File: src/pkg/sadcpd_defs.svh
// What this block and its controller do
// Power-up leaves converter active and ready
// Two strobes, no clock edge: light standby
// Light standby keeps reference powered
// Clock edge wakes; next strobe converts accurately
// Four strobes, no clock edge: deep standby
// Controller waits 2ms after deep wake; the controller model converts at once and the block only reports ref_settled
// Strobe starts conversion; others ignored sixteen edges
// Controller gives seventeen edges between strobes
// One extra period gives 39ns acquisition
// Whole result leaves within sixteen clock periods
// Controller keeps strobe low over 15ns
// Each clock edge advances approximation and output
// Result MSB first from third edge
// Receiver captures bits on falling edge
// Fourteen-bit result right justified in sixteen
// Output high impedance from power-up until conversion
// Output high impedance unless sending result bits
// Bit valid before the next clock edge
// Natural binary result coding
// Any clock edge clears strobe count
`ifndef SADCPD_DEFS_SVH
`define SADCPD_DEFS_SVH

`define SADCPD_RES_BITS_DEF     14
`define SADCPD_FRAME_EDGES      5'h10
`define SADCPD_FIRST_DATA_EDGE  5'h03
`define SADCPD_FIRST_SAR_EDGE   5'h02
`define SADCPD_NAP_STROBES      3'h2
`define SADCPD_SLEEP_STROBES    3'h4
`define SADCPD_CLK_PERIOD_PS    8000
`define SADCPD_REF_SETTLE_NS    2000000
`define SADCPD_REF_SETTLE_CYC   ((`SADCPD_REF_SETTLE_NS * 1000) / `SADCPD_CLK_PERIOD_PS)

`endif

File: src/pkg/sadcpd_pkg.sv
package sadcpd_pkg;

	typedef enum logic [2:0] {
		SADCPD_PWR_ACTIVE = 3'h1,
		SADCPD_PWR_NAP    = 3'h2,
		SADCPD_PWR_SLEEP  = 3'h4
	} sadcpd_pwr_t;

	typedef enum logic [1:0] {
		SADCPD_CONVERT_STROBE_TRACK = 2'h1,
		SADCPD_CONVERT_STROBE_BUSY  = 2'h2
	} sadcpd_convert_strobe_t;

endpackage

File: src/hdl/sadcpd_top.sv
`timescale 1ns/1ps
`default_nettype none
`include "sadcpd_defs.svh"

module sadcpd_top
	import sadcpd_pkg::*;
#(
	parameter int          RES_BITS       = `SADCPD_RES_BITS_DEF,
	parameter int unsigned REF_SETTLE_CYC = `SADCPD_REF_SETTLE_CYC
) (
	// Clock and reset
	input  wire logic                clk,
	input  wire logic                sys_rst,
	// Serial port pins, sampled synchronously
	input  wire logic                convert_strobe,
	input  wire logic                shift_clk,
	// Result pin, three-state
	output logic                     result_out,
	output logic                     result_oe_n,
	// Analog core
	input  wire logic                comp_in,
	output logic [RES_BITS-1:0]      dac_trial,
	output logic                     sample_hold,
	output logic                     core_power_on,
	output logic                     ref_power_on,
	// Status
	output logic                     ref_settled,
	output logic                     convert_strobe_busy,
	output logic                     pwr_nap,
	output logic                     pwr_sleep
);

	localparam int SETTLE_W = $clog2(REF_SETTLE_CYC + 1);

	// The frame has room for two lead edges plus the result
	if (RES_BITS < 2 || RES_BITS > 14) begin : g_bad_res
		$error("sadcpd_top: RES_BITS must lie in 2..14");
	end
	if (REF_SETTLE_CYC < 1) begin : g_bad_settle
		$error("sadcpd_top: REF_SETTLE_CYC must be at least 1");
	end

	localparam logic [4:0] LAST_DATA_EDGE = 5'(RES_BITS + 2);
	localparam logic [4:0] LAST_SAR_EDGE  = 5'(RES_BITS + 1);

	// Edge detection on the sampled pins
	logic convert_strobe_prev_q;
	logic sck_prev_q;
	logic convert_strobe_rise;
	logic sck_rise;

	always_ff @(posedge clk) begin
		if (sys_rst) begin
			convert_strobe_prev_q <= 1'b0;
			sck_prev_q  <= 1'b0;
		end else begin
			convert_strobe_prev_q <= convert_strobe;
			sck_prev_q  <= shift_clk;
		end
	end

	assign convert_strobe_rise = convert_strobe & ~convert_strobe_prev_q;
	assign sck_rise  = shift_clk & ~sck_prev_q;

	// Power state
	sadcpd_pwr_t pwr_q;

	sadcpd_standby u_standby (
		.clk       (clk),
		.sys_rst   (sys_rst),
		.convert_strobe_rise (convert_strobe_rise),
		.sck_rise  (sck_rise),
		.pwr_q     (pwr_q)
	);

	// Conversion framing
	sadcpd_convert_strobe_t convert_strobe_q;
	sadcpd_convert_strobe_t convert_strobe_d;
	logic [4:0]   edge_cnt_q;
	logic [4:0]   edge_cnt_d;
	logic         oe_n_q;
	logic         oe_n_d;
	logic         bit_q;
	logic         bit_d;
	logic         sar_clear;
	logic         sar_step;
	logic [3:0]   sar_idx;
	logic [RES_BITS-1:0] code;

	always_comb begin
		int sel;
		sel        = 0;
		convert_strobe_d     = convert_strobe_q;
		edge_cnt_d = edge_cnt_q;
		oe_n_d     = oe_n_q;
		bit_d      = bit_q;
		sar_clear  = 1'b0;
		sar_step   = 1'b0;
		sar_idx    = 4'h0;
		case (convert_strobe_q)
			SADCPD_CONVERT_STROBE_TRACK: begin
				if (convert_strobe_rise) begin
					// Start: sample is held, approximation restarts
					convert_strobe_d     = SADCPD_CONVERT_STROBE_BUSY;
					edge_cnt_d = 5'h00;
					sar_clear  = 1'b1;
					oe_n_d     = 1'b1;
				end else if (sck_rise) begin
					// Seventeenth edge of a full-width frame releases the pin
					oe_n_d = 1'b1;
				end
			end
			SADCPD_CONVERT_STROBE_BUSY: begin
				// Strobes are ignored here until the frame's edges are done
				if (sck_rise) begin
					edge_cnt_d = edge_cnt_q + 5'h01;
					if (edge_cnt_d >= `SADCPD_FIRST_SAR_EDGE &&
					    edge_cnt_d <= LAST_SAR_EDGE) begin
						sar_step = 1'b1;
						sar_idx  = 4'(edge_cnt_d - `SADCPD_FIRST_SAR_EDGE);
					end
					if (edge_cnt_d >= `SADCPD_FIRST_DATA_EDGE &&
					    edge_cnt_d <= LAST_DATA_EDGE) begin
						// Bit decided one edge earlier is launched now, MSB first
						sel    = int'(LAST_DATA_EDGE) - int'(edge_cnt_d);
						bit_d  = code[sel];
						oe_n_d = 1'b0;
					end else begin
						oe_n_d = 1'b1;
					end
					if (edge_cnt_d == `SADCPD_FRAME_EDGES) begin
						convert_strobe_d = SADCPD_CONVERT_STROBE_TRACK;
					end
				end
			end
			default: begin
				convert_strobe_d     = SADCPD_CONVERT_STROBE_TRACK;
				edge_cnt_d = 5'h00;
				oe_n_d     = 1'b1;
			end
		endcase
	end

	always_ff @(posedge clk) begin
		if (sys_rst) begin
			convert_strobe_q     <= SADCPD_CONVERT_STROBE_TRACK;
			edge_cnt_q <= 5'h00;
			oe_n_q     <= 1'b1;
			bit_q      <= 1'b0;
		end else begin
			convert_strobe_q     <= convert_strobe_d;
			edge_cnt_q <= edge_cnt_d;
			oe_n_q     <= oe_n_d;
			bit_q      <= bit_d;
		end
	end

	sadcpd_sar #(
		.RES_BITS (RES_BITS)
	) u_sar (
		.clk      (clk),
		.sys_rst  (sys_rst),
		.clear    (sar_clear),
		.step     (sar_step),
		.step_idx (sar_idx),
		.busy     (convert_strobe_q == SADCPD_CONVERT_STROBE_BUSY),
		.comp_in  (comp_in),
		.trial    (dac_trial),
		.code_q   (code)
	);

	// Reference settling after deep standby; the block only reports it
	logic [SETTLE_W-1:0] settle_cnt_q;
	logic [SETTLE_W-1:0] settle_cnt_d;

	always_comb begin
		settle_cnt_d = settle_cnt_q;
		if (pwr_q == SADCPD_PWR_SLEEP) begin
			settle_cnt_d = SETTLE_W'(REF_SETTLE_CYC);
		end else if (settle_cnt_q != '0) begin
			settle_cnt_d = settle_cnt_q - SETTLE_W'(1);
		end
	end

	always_ff @(posedge clk) begin
		if (sys_rst) begin
			settle_cnt_q <= '0;
		end else begin
			settle_cnt_q <= settle_cnt_d;
		end
	end

	// Outputs
	assign result_out    = bit_q;
	assign result_oe_n   = oe_n_q;
	assign sample_hold   = (convert_strobe_q == SADCPD_CONVERT_STROBE_BUSY);
	assign convert_strobe_busy     = (convert_strobe_q == SADCPD_CONVERT_STROBE_BUSY);
	assign core_power_on = (pwr_q == SADCPD_PWR_ACTIVE);
	assign ref_power_on  = (pwr_q != SADCPD_PWR_SLEEP);
	assign ref_settled   = (settle_cnt_q == '0) && ref_power_on;
	assign pwr_nap       = (pwr_q == SADCPD_PWR_NAP);
	assign pwr_sleep     = (pwr_q == SADCPD_PWR_SLEEP);

endmodule
`default_nettype wire

File: src/hdl/sadcpd_standby.sv
`timescale 1ns/1ps
`default_nettype none
`include "sadcpd_defs.svh"

module sadcpd_standby
	import sadcpd_pkg::*;
(
	// Clock and reset
	input  wire logic  clk,
	input  wire logic  sys_rst,
	// Edge events
	input  wire logic  convert_strobe_rise,
	input  wire logic  sck_rise,
	// Power state
	output sadcpd_pwr_t pwr_q
);

	logic [2:0]  strobe_cnt_q;
	logic [2:0]  strobe_cnt_d;
	sadcpd_pwr_t pwr_d;

	always_comb begin
		strobe_cnt_d = strobe_cnt_q;
		pwr_d        = pwr_q;
		if (sck_rise) begin
			// A strobe in the same cycle as a clock edge counts as the first of a run
			strobe_cnt_d = convert_strobe_rise ? 3'h1 : 3'h0;
			pwr_d        = SADCPD_PWR_ACTIVE;
		end else if (convert_strobe_rise && strobe_cnt_q != `SADCPD_SLEEP_STROBES) begin
			strobe_cnt_d = strobe_cnt_q + 3'h1;
		end
		if (!sck_rise) begin
			case (strobe_cnt_d)
				`SADCPD_NAP_STROBES: begin
					if (pwr_q == SADCPD_PWR_ACTIVE) begin
						pwr_d = SADCPD_PWR_NAP;
					end
				end
				`SADCPD_SLEEP_STROBES: begin
					pwr_d = SADCPD_PWR_SLEEP;
				end
				default: begin
					pwr_d = pwr_q;
				end
			endcase
		end
	end

	always_ff @(posedge clk) begin
		if (sys_rst) begin
			strobe_cnt_q <= 3'h0;
			pwr_q        <= SADCPD_PWR_ACTIVE;
		end else begin
			strobe_cnt_q <= strobe_cnt_d;
			pwr_q        <= pwr_d;
		end
	end

endmodule
`default_nettype wire

File: src/hdl/sadcpd_sar.sv
`timescale 1ns/1ps
`default_nettype none

module sadcpd_sar
	import sadcpd_pkg::*;
#(
	parameter int RES_BITS = 14
) (
	// Clock and reset
	input  wire logic                clk,
	input  wire logic                sys_rst,
	// Control
	input  wire logic                clear,
	input  wire logic                step,
	input  wire logic [3:0]          step_idx,
	input  wire logic                busy,
	// Comparator
	input  wire logic                comp_in,
	output logic [RES_BITS-1:0]      trial,
	// Result
	output logic [RES_BITS-1:0]      code_q
);

	logic [RES_BITS-1:0] code_d;

	// The step index is four bits wide, so sixteen bits at most
	if (RES_BITS < 1 || RES_BITS > 16) begin : g_bad_res
		$error("sadcpd_sar: RES_BITS must lie in 1..16");
	end

	// Index 0 is the MSB; a high comparator keeps the trial bit, giving plain binary
	for (genvar i = 0; i < RES_BITS; i++) begin : g_bit
		localparam logic [3:0] IDX = 4'(RES_BITS - 1 - i);
		always_comb begin
			code_d[i] = code_q[i];
			trial[i]  = code_q[i] | (busy && step_idx == IDX);
			if (clear) begin
				code_d[i] = 1'b0;
			end else if (step && step_idx == IDX) begin
				code_d[i] = comp_in;
			end
		end
	end

	always_ff @(posedge clk) begin
		if (sys_rst) begin
			code_q <= '0;
		end else begin
			code_q <= code_d;
		end
	end

endmodule
`default_nettype wire

File: config.mk
export PLATFORM = sky130hd
export DESIGN_NAME = sadcpd_top
export DESIGN_NICKNAME = d
export VERILOG_FILES = /design/src/pkg/sadcpd_pkg.sv /design/src/hdl/sadcpd_top.sv /design/src/hdl/sadcpd_standby.sv /design/src/hdl/sadcpd_sar.sv
export VERILOG_INCLUDE_DIRS = /design/src /design/src/pkg
export SDC_FILE = /design/constraint.sdc
export NUM_CORES = 1
export LEC_CHECK = 0
export ABC_CLOCK_PERIOD_IN_PS = 2890
export BUFFER_PORTS_ARGS = -buffer_cell sky130_fd_sc_hd__buf_2
export CAP_MARGIN = 15
export CORE_UTILIZATION = 52
export CTS_CLUSTER_SIZE = 24
export DETAILED_ROUTE_END_ITERATION = 10
export HOLD_SLACK_MARGIN = 0.03
export PLACE_DENSITY = 0.74
export SETUP_SLACK_MARGIN = 0.2
export SYNTH_ARGS = -nofsm -noshare
export SYNTH_HDL_FRONTEND = slang
export SYNTH_HIERARCHICAL = 1
export SYNTH_SLANG_ARGS = --single-unit
export TNS_END_PERCENT = 50
File: constraint.sdc
create_clock -name clk -period 2.89 [get_ports clk]
set_clock_uncertainty 0.1 [all_clocks]
set_input_delay 0.578 -clock clk [delete_from_list [all_inputs] [get_ports clk]]
set_output_delay 0.578 -clock clk [all_outputs]
set_load 0.005 [all_outputs]
## Word level (Yosys, flattened, before mapping)

Cells that the tools add are included.

| storage, ports and cells | value |
|---|---|
| register bits after elaboration | 49 |
| latch bits | 0 |
| RAM bits | 0 |
| ROM bits | 0 |
| input bits | 5 |
| output and inout port bits | 23 |
| logic and storage cells | 154 |
| memories | 0 |

| cells by class | value |
|---|---|
| $add $sub $neg | 5 |
| multipliers | 0 |
| divide/modulo/power cells | 0 |
| $lt $le $gt $ge | 5 |
| equal/unequal tests | 27 |
| shift-type cells | 0 |
| multiplexer cells | 32 |
| bitwise logic cells | 18 |
| reductions and logical operators | 43 |

Operators with widths:

| kind | count |
|---|---|
| two-way mux 18 bit | 2 |
| logical AND 1 bit | 32 |
| == test 4 bit, second input constant | 6 |
| logical NOT 18 bit | 1 |
| nonzero test 18 bit | 1 |
| subtractor 18 x 1 -> 18 bit, second input constant | 1 |
| == test 4 x 3 -> 1 bit, second input constant | 4 |
| two-way mux 3 bit | 5 |
| bitwise OR 1 bit | 14 |
| two-way mux 1 bit | 12 |
| two-way mux 4 bit | 3 |
| greater-or-equal comparator 5 x 2 -> 1 bit, second input constant | 2 |
| two-way mux 5 bit | 2 |
| case mux 5 bit (2 select lines) | 1 |
| == test 4 x 2 -> 1 bit, second input constant | 2 |
| == test 3 x 2 -> 1 bit, second input constant | 2 |
| == test 3 bit, second input constant | 2 |
| < comparator 6 bit, second input constant | 1 |
| two-way mux 2 bit | 3 |
| inequality test 3 bit, second input constant | 2 |
| case mux 3 bit (2 select lines) | 1 |
| AND reduction 3 bit | 2 |
| subtractor 5 x 5 -> 6 bit, first input constant | 1 |
| adder 5 x 1 -> 5 bit, second input constant | 1 |
| other kinds (22) | 27 |

## Logic depth before layout (Yosys ltp)

| logic depth | value |
|---|---|
| depth in word-level cells | 9 |
| mapped depth | 11 |
| mapped depth without buffers | 10 |

## Hierarchy

The synthesis kept the hierarchy.

Modules (own cells, without submodules):

| module | times used | cells each | area an instance (µm²) |
|---|---|---|---|
| sadcpd_top | 1 | 207 | 1730.4 |
| sadcpd_sar | 1 | 97 | 822.0 |
| sadcpd_standby | 1 | 35 | 332.8 |

## Least setup slack after synthesis

OpenSTA, ideal clock, no wires.

| path | value |
|---|---|
| kind | reg-to-output |
| from | register edge_cnt_q[0] |
| to | output dac_trial[10] |
| arrival time | 2386 ps |
| required time | 2212 ps |
| slack | -174 ps |
| cell stages (with the launch flop) | 12 |
| path buffers | 1 |
| cell sequence | dfxtp_1 clkinv_1 ha_1 inv_1 ha_1 nand4_1 nand3_1 nor2_1 buf_4 nand2_1 or2_2 o21bai_1 |

| on the way | value |
|---|---|
| word-level cells in the longest chain between the ends | 9 |
| elaborated cells between the ends (all ways) | 11 |
| classes of those cells | add/sub: 2; order compare: 2; eq/ne: 1; mux: 3; bitwise: 1; reduce/logical: 2 |

RTL lines:

| what | RTL line | source |
|---|---|---|
| from (decl) | sadcpd_top.sv:79 | `logic [4:0] edge_cnt_q;` |
| from (signal assigned) | sadcpd_top.sv:152 | `edge_cnt_q <= edge_cnt_d;` |
| adder 5 x 1 -> 5 bit * | sadcpd_top.sv:116 | `edge_cnt_d = edge_cnt_q + 5'h01;` |
| greater-or-equal comparator 5 x 2 -> 1 bit (no line) / less-or-equal comparator 5 x 4 -> 1 bit (equally long branches) | - |  |
| logical AND 1 bit | sadcpd_top.sv:117 | `` if (edge_cnt_d >= `SADCPD_FIRST_SAR_EDGE && `` |
| two-way mux 4 bit * | sadcpd_top.sv:117 |  |
| two-way mux 4 bit * | sadcpd_top.sv:115 | `if (sck_rise) begin` |
| two-way mux 4 bit * | sadcpd_top.sv:100 | `case (convert_strobe_q)` |
| via sar_idx[0] | sadcpd_top.sv:87 | `logic [3:0] sar_idx;` |
| == test 4 x 2 -> 1 bit * | sadcpd_sar.sv:36 | `trial[i] = code_q[i] \| (busy && step_idx == IDX);` |
| logical AND 1 bit * | sadcpd_sar.sv:36 |  |
| bitwise OR 1 bit * | sadcpd_sar.sv:36 |  |
| to (decl) | sadcpd_top.sv:22 | `output logic [RES_BITS-1:0] dac_trial,` |

The timed path passes the listed nets; every way through them passes the cells marked *.

## Worst setup path in the final report

| path | value |
|---|---|
| from | register edge_cnt_q[0] |
| to | output dac_trial[8] |

| on the way | value |
|---|---|
| word-level cells in the longest chain between the ends | 9 |
| elaborated cells between the ends (all ways) | 11 |
| classes of those cells | add/sub: 2; order compare: 2; eq/ne: 1; mux: 3; bitwise: 1; reduce/logical: 2 |

RTL lines:

| what | RTL line |
|---|---|
| adder 5 x 1 -> 5 bit * | sadcpd_top.sv:116 |
| greater-or-equal comparator 5 x 2 -> 1 bit (no line) / less-or-equal comparator 5 x 4 -> 1 bit (equally long branches) | - |
| logical AND 1 bit | sadcpd_top.sv:117 |
| two-way mux 4 bit * | sadcpd_top.sv:117 |
| two-way mux 4 bit * | sadcpd_top.sv:115 |
| two-way mux 4 bit * | sadcpd_top.sv:100 |
| via sar_idx[0] | sadcpd_top.sv:87 |
| == test 4 x 3 -> 1 bit * | sadcpd_sar.sv:36 |
| logical AND 1 bit * | sadcpd_sar.sv:36 |
| bitwise OR 1 bit * | sadcpd_sar.sv:36 |

Marked as above.

==> flow_metrics.env <==
export IMPL_crit_fanout=5
export IMPL_yosysSeqAreaShare=0.340
export IMPL_fin_nets=409
export IMPL_setup_viol=14
export IMPL_rows=26
export IMPL_max_cap_violations=0
export IMPL_die_area_um2=5850
export IMPL_pre_cts_slack_ps=-25.6
export IMPL_ctsHoldBuffers=0
export IMPL_reg2reg_from="edge_cnt_q[0]"
export IMPL_power_density_nw_per_um2=667
export IMPL_io_pins=28
export IMPL_crit_buf_inv=2
export IMPL_h_tree_depth=2
export IMPL_die_w_um=76.5
export IMPL_critPathCaptureType="primary output"
export IMPL_r2r_worst_path_cells=13
export IMPL_cp_slowest_cell="dfxtp_4"
export IMPL_ys_types=67
export IMPL_grt_total_usage=0.247
export IMPL_cp_start_kind="register"
export IMPL_clockRootBuffer="clkbuf_8"
export IMPL_critPathMaxStageDelay_ps=380
export IMPL_cts_sinks=49
export IMPL_placed_area_um2=3200
export IMPL_hp_start="shift_clk"
export IMPL_first_pass_iters=5
export IMPL_core_um2=5240
export IMPL_route_antenna_remaining_nets=0
export IMPL_post_synth_top_area_fraction=0.340
export IMPL_vias_per_cell=5.63
export IMPL_r2r_slack_ps=340
export IMPL_antenna_found_initial=0
export IMPL_cts_made_buffers=5
export IMPL_fill_cells=429
export IMPL_first_global_vias=2544
export IMPL_synth_nets=354
export IMPL_drtIter0Drc=184
export IMPL_wl_per_cell_um=15.2
export IMPL_clock_fmax_mhz=330
export IMPL_async_reset_ff_frac=0
export IMPL_synthTopCellsByCount="dfxtp_1, nand2_1, nor2_1"
export IMPL_finalHoldViolations=0
export IMPL_hold_depth=2
export IMPL_clk_pin_slew_ps=90
export IMPL_failed_checks="setup timing"
export IMPL_area_growth_syn_to_layout_pct=24.3
export IMPL_finalCriticalPeriod_ps=3030
export IMPL_layout_drive_gt1_share=0.311
export IMPL_cellLeakagePower_nw=1.60
export IMPL_hold_class="primary input to register"
export IMPL_start_util=0.551
export IMPL_dp_hpwl_mm=4.69
export IMPL_peakVddDrop_mv=0.487
export IMPL_rsz0062_at_grt="true"
export IMPL_grt_max_degree=27
export IMPL_yosysMostFrequentCell="dfxtp_1"
export IMPL_synth_warnings=6
export IMPL_diodes=0
export IMPL_final_area_um2=3590
export IMPL_worst_pin_slew_ps=558
export IMPL_clk_insertion_delay_late_ps=310
export IMPL_slew_viol_final=0
export IMPL_clockBufferDepth=2
export IMPL_timing_final_crit_share=1.05
export IMPL_synth_area_leader_cell="dfxtp_1"
export IMPL_worstSetupPathType="register to primary output"
export IMPL_overflow=0
export IMPL_cpMostUsedCell="ha_4"
export IMPL_hold_end="sck_prev_q"
export IMPL_arrival_ps=2350
export IMPL_wl_met3_um=275
export IMPL_crit_chain="ha_4, xnor2_4, inv_2, ha_4, nand4_1, nand3_4, nor2_4, nand2_2, or2_2, o21bai_1, buf_2"
export IMPL_routed_wl_mm=7.09
export IMPL_cp_startpoint="edge_cnt_q[0]"
export IMPL_yosys_register_bits=49
export IMPL_grt_pass1_wl_mm=11.7
export IMPL_highest_layer="met4"
export IMPL_drcViolationCount=0
export IMPL_met1_length_mm=3.16
export IMPL_status="complete, but fails checks"
export IMPL_final_setup_worst_slack_ps=-137
export IMPL_synth_avg_cell_area_um2=8.51
export IMPL_r2r_end="u_sar/code_q[8]"
export IMPL_ys_flop_type="dfxtp_1"
export IMPL_fin_setup_tns_ps=-1050
export IMPL_slew_headroom=0.626
export IMPL_synth_area_um2=2890
export IMPL_synth_area_leaders="dfxtp_1, mux2i_1, nand2_1, ha_1, nor2_1"
export IMPL_wl_met2_mm=3.56
export IMPL_portBuffers=27
export IMPL_synthCells=339
export IMPL_critPathRequiredTime_ps=2210
export IMPL_crit_family="simple AND/OR/NAND/NOR gates"
export IMPL_cts_tree="built"
export IMPL_gp_congestion=0.890
export IMPL_synth_edf_count=0
export IMPL_vias=2617
export IMPL_die_h_um=76.5
[through the flow]
step	util	std cells	power, mW	hold WS (ps)
finish	0.685	465	2.39	387
floorplan	-	339	1.62	345
CTS	0.677	464	2.36	384
global placement	0.611	438	1.81	361
global route	0.685	465	2.56	390
detailed placement	0.611	438	1.83	372
[cells by family after synthesis]
kind of cell / synth area share
DFF: 0.340
xor gates and xnor gates: 0.0395
AOI/OAI and AO/OA: 0.150
adders and majority gates: 0.0434
buffers and inverters: 0.0486
muxes: 0.103
and+or+nand+nor: 0.275
[state kept, by name (all words and copies together), names as in the netlist]
signal,count
u_sar/code_q,14
result_oe_n,1
sck_prev_q,1
settle_cnt_q,18
convert_strobe_prev_q,1
u_standby/strobe_cnt_q,3
edge_cnt_q,5
u_standby/pwr_q,3
convert_strobe_q,2
result_out,1
[timing repair]
action                     CTS  global route
buffers inserted            18             1
setup endpoints to repair   15            17
pin swaps                   14            10
gates cloned                 0             0
gates resized for setup     25             9
hold endpoints to repair     0             0
[layout by cell type (no fill, tap or decap), types with 3 or more instances in the layout]
| cell type | Yosys | final |
|---|---|---|
| o21bai_1 | 7 | 7 |
| a211oi_1 | 3 | 3 |
| buf_2 | 3 | 28 |
| nor2_1 | 32 | 26 |
| xor2_1 | 7 | 6 |
| ha_4 | 0 | 3 |
| buf_6 | 1 | 4 |
| nor3b_1 | 4 | 4 |
| dfxtp_1 | 49 | 43 |
| clkbuf_8 | 0 | 6 |
| nor3_1 | 11 | 11 |
| ha_1 | 10 | 5 |
| dfxtp_2 | 0 | 5 |
| nand4_1 | 3 | 3 |
| nor2_2 | 1 | 4 |
| a31o_2 | 4 | 4 |
| o21ai_0 | 8 | 8 |
| nand2_1 | 44 | 43 |
| buf_4 | 3 | 31 |
| nand3_1 | 7 | 4 |
| nand2b_1 | 5 | 5 |
| nor2_4 | 0 | 3 |
| nand3b_1 | 4 | 4 |
| nand3_2 | 1 | 3 |
| nor2b_1 | 12 | 12 |
| mux4_2 | 3 | 3 |
| xnor2_1 | 6 | 5 |
| a21oi_1 | 20 | 20 |
| inv_1 | 15 | 13 |
| mux2i_1 | 23 | 23 |
[power breakdown]
part | internal [mW] | total (mW) | switching (mW)
logic | 0.437 | 0.978 | 0.541
registers | 0.779 | 0.891 | 0.112
clock network | 0.282 | 0.522 | 0.240
total | 1.50 | 2.39 | 0.893
[final cells by class]
type | instances | area [um^2] | area share
multi-input combinational | 259 | 1910 | 0.531
inverter | 16 | 65.1 | 0.0181
sequential | 49 | 991 | 0.276
tap | 70 | 87.6 | 0.0244
clock inverter | 2 | 36.3 | 0.0101
clock buffer | 6 | 82.6 | 0.0230
timing repair buffer | 63 | 418 | 0.117
[worst max-delay path by stage]
stage	endpoint	slack, ps	cells past startpoint
floorplan	dac_trial[10]	200	11
global placement	dac_trial[5]	100	11
detailed placement	dac_trial[5]	-30	11
CTS	dac_trial[5]	-120	11
global route	dac_trial[5]	-220	11
finish	dac_trial[8]	-140	11
[layer usage]
metal,track usage,vias up
li1,-,1294
met1,0.305,1245
met2,0.432,66
met3,0.0383,12
met4,0.0923,0
met5,0,-
(Power assumes the default switching activity.)
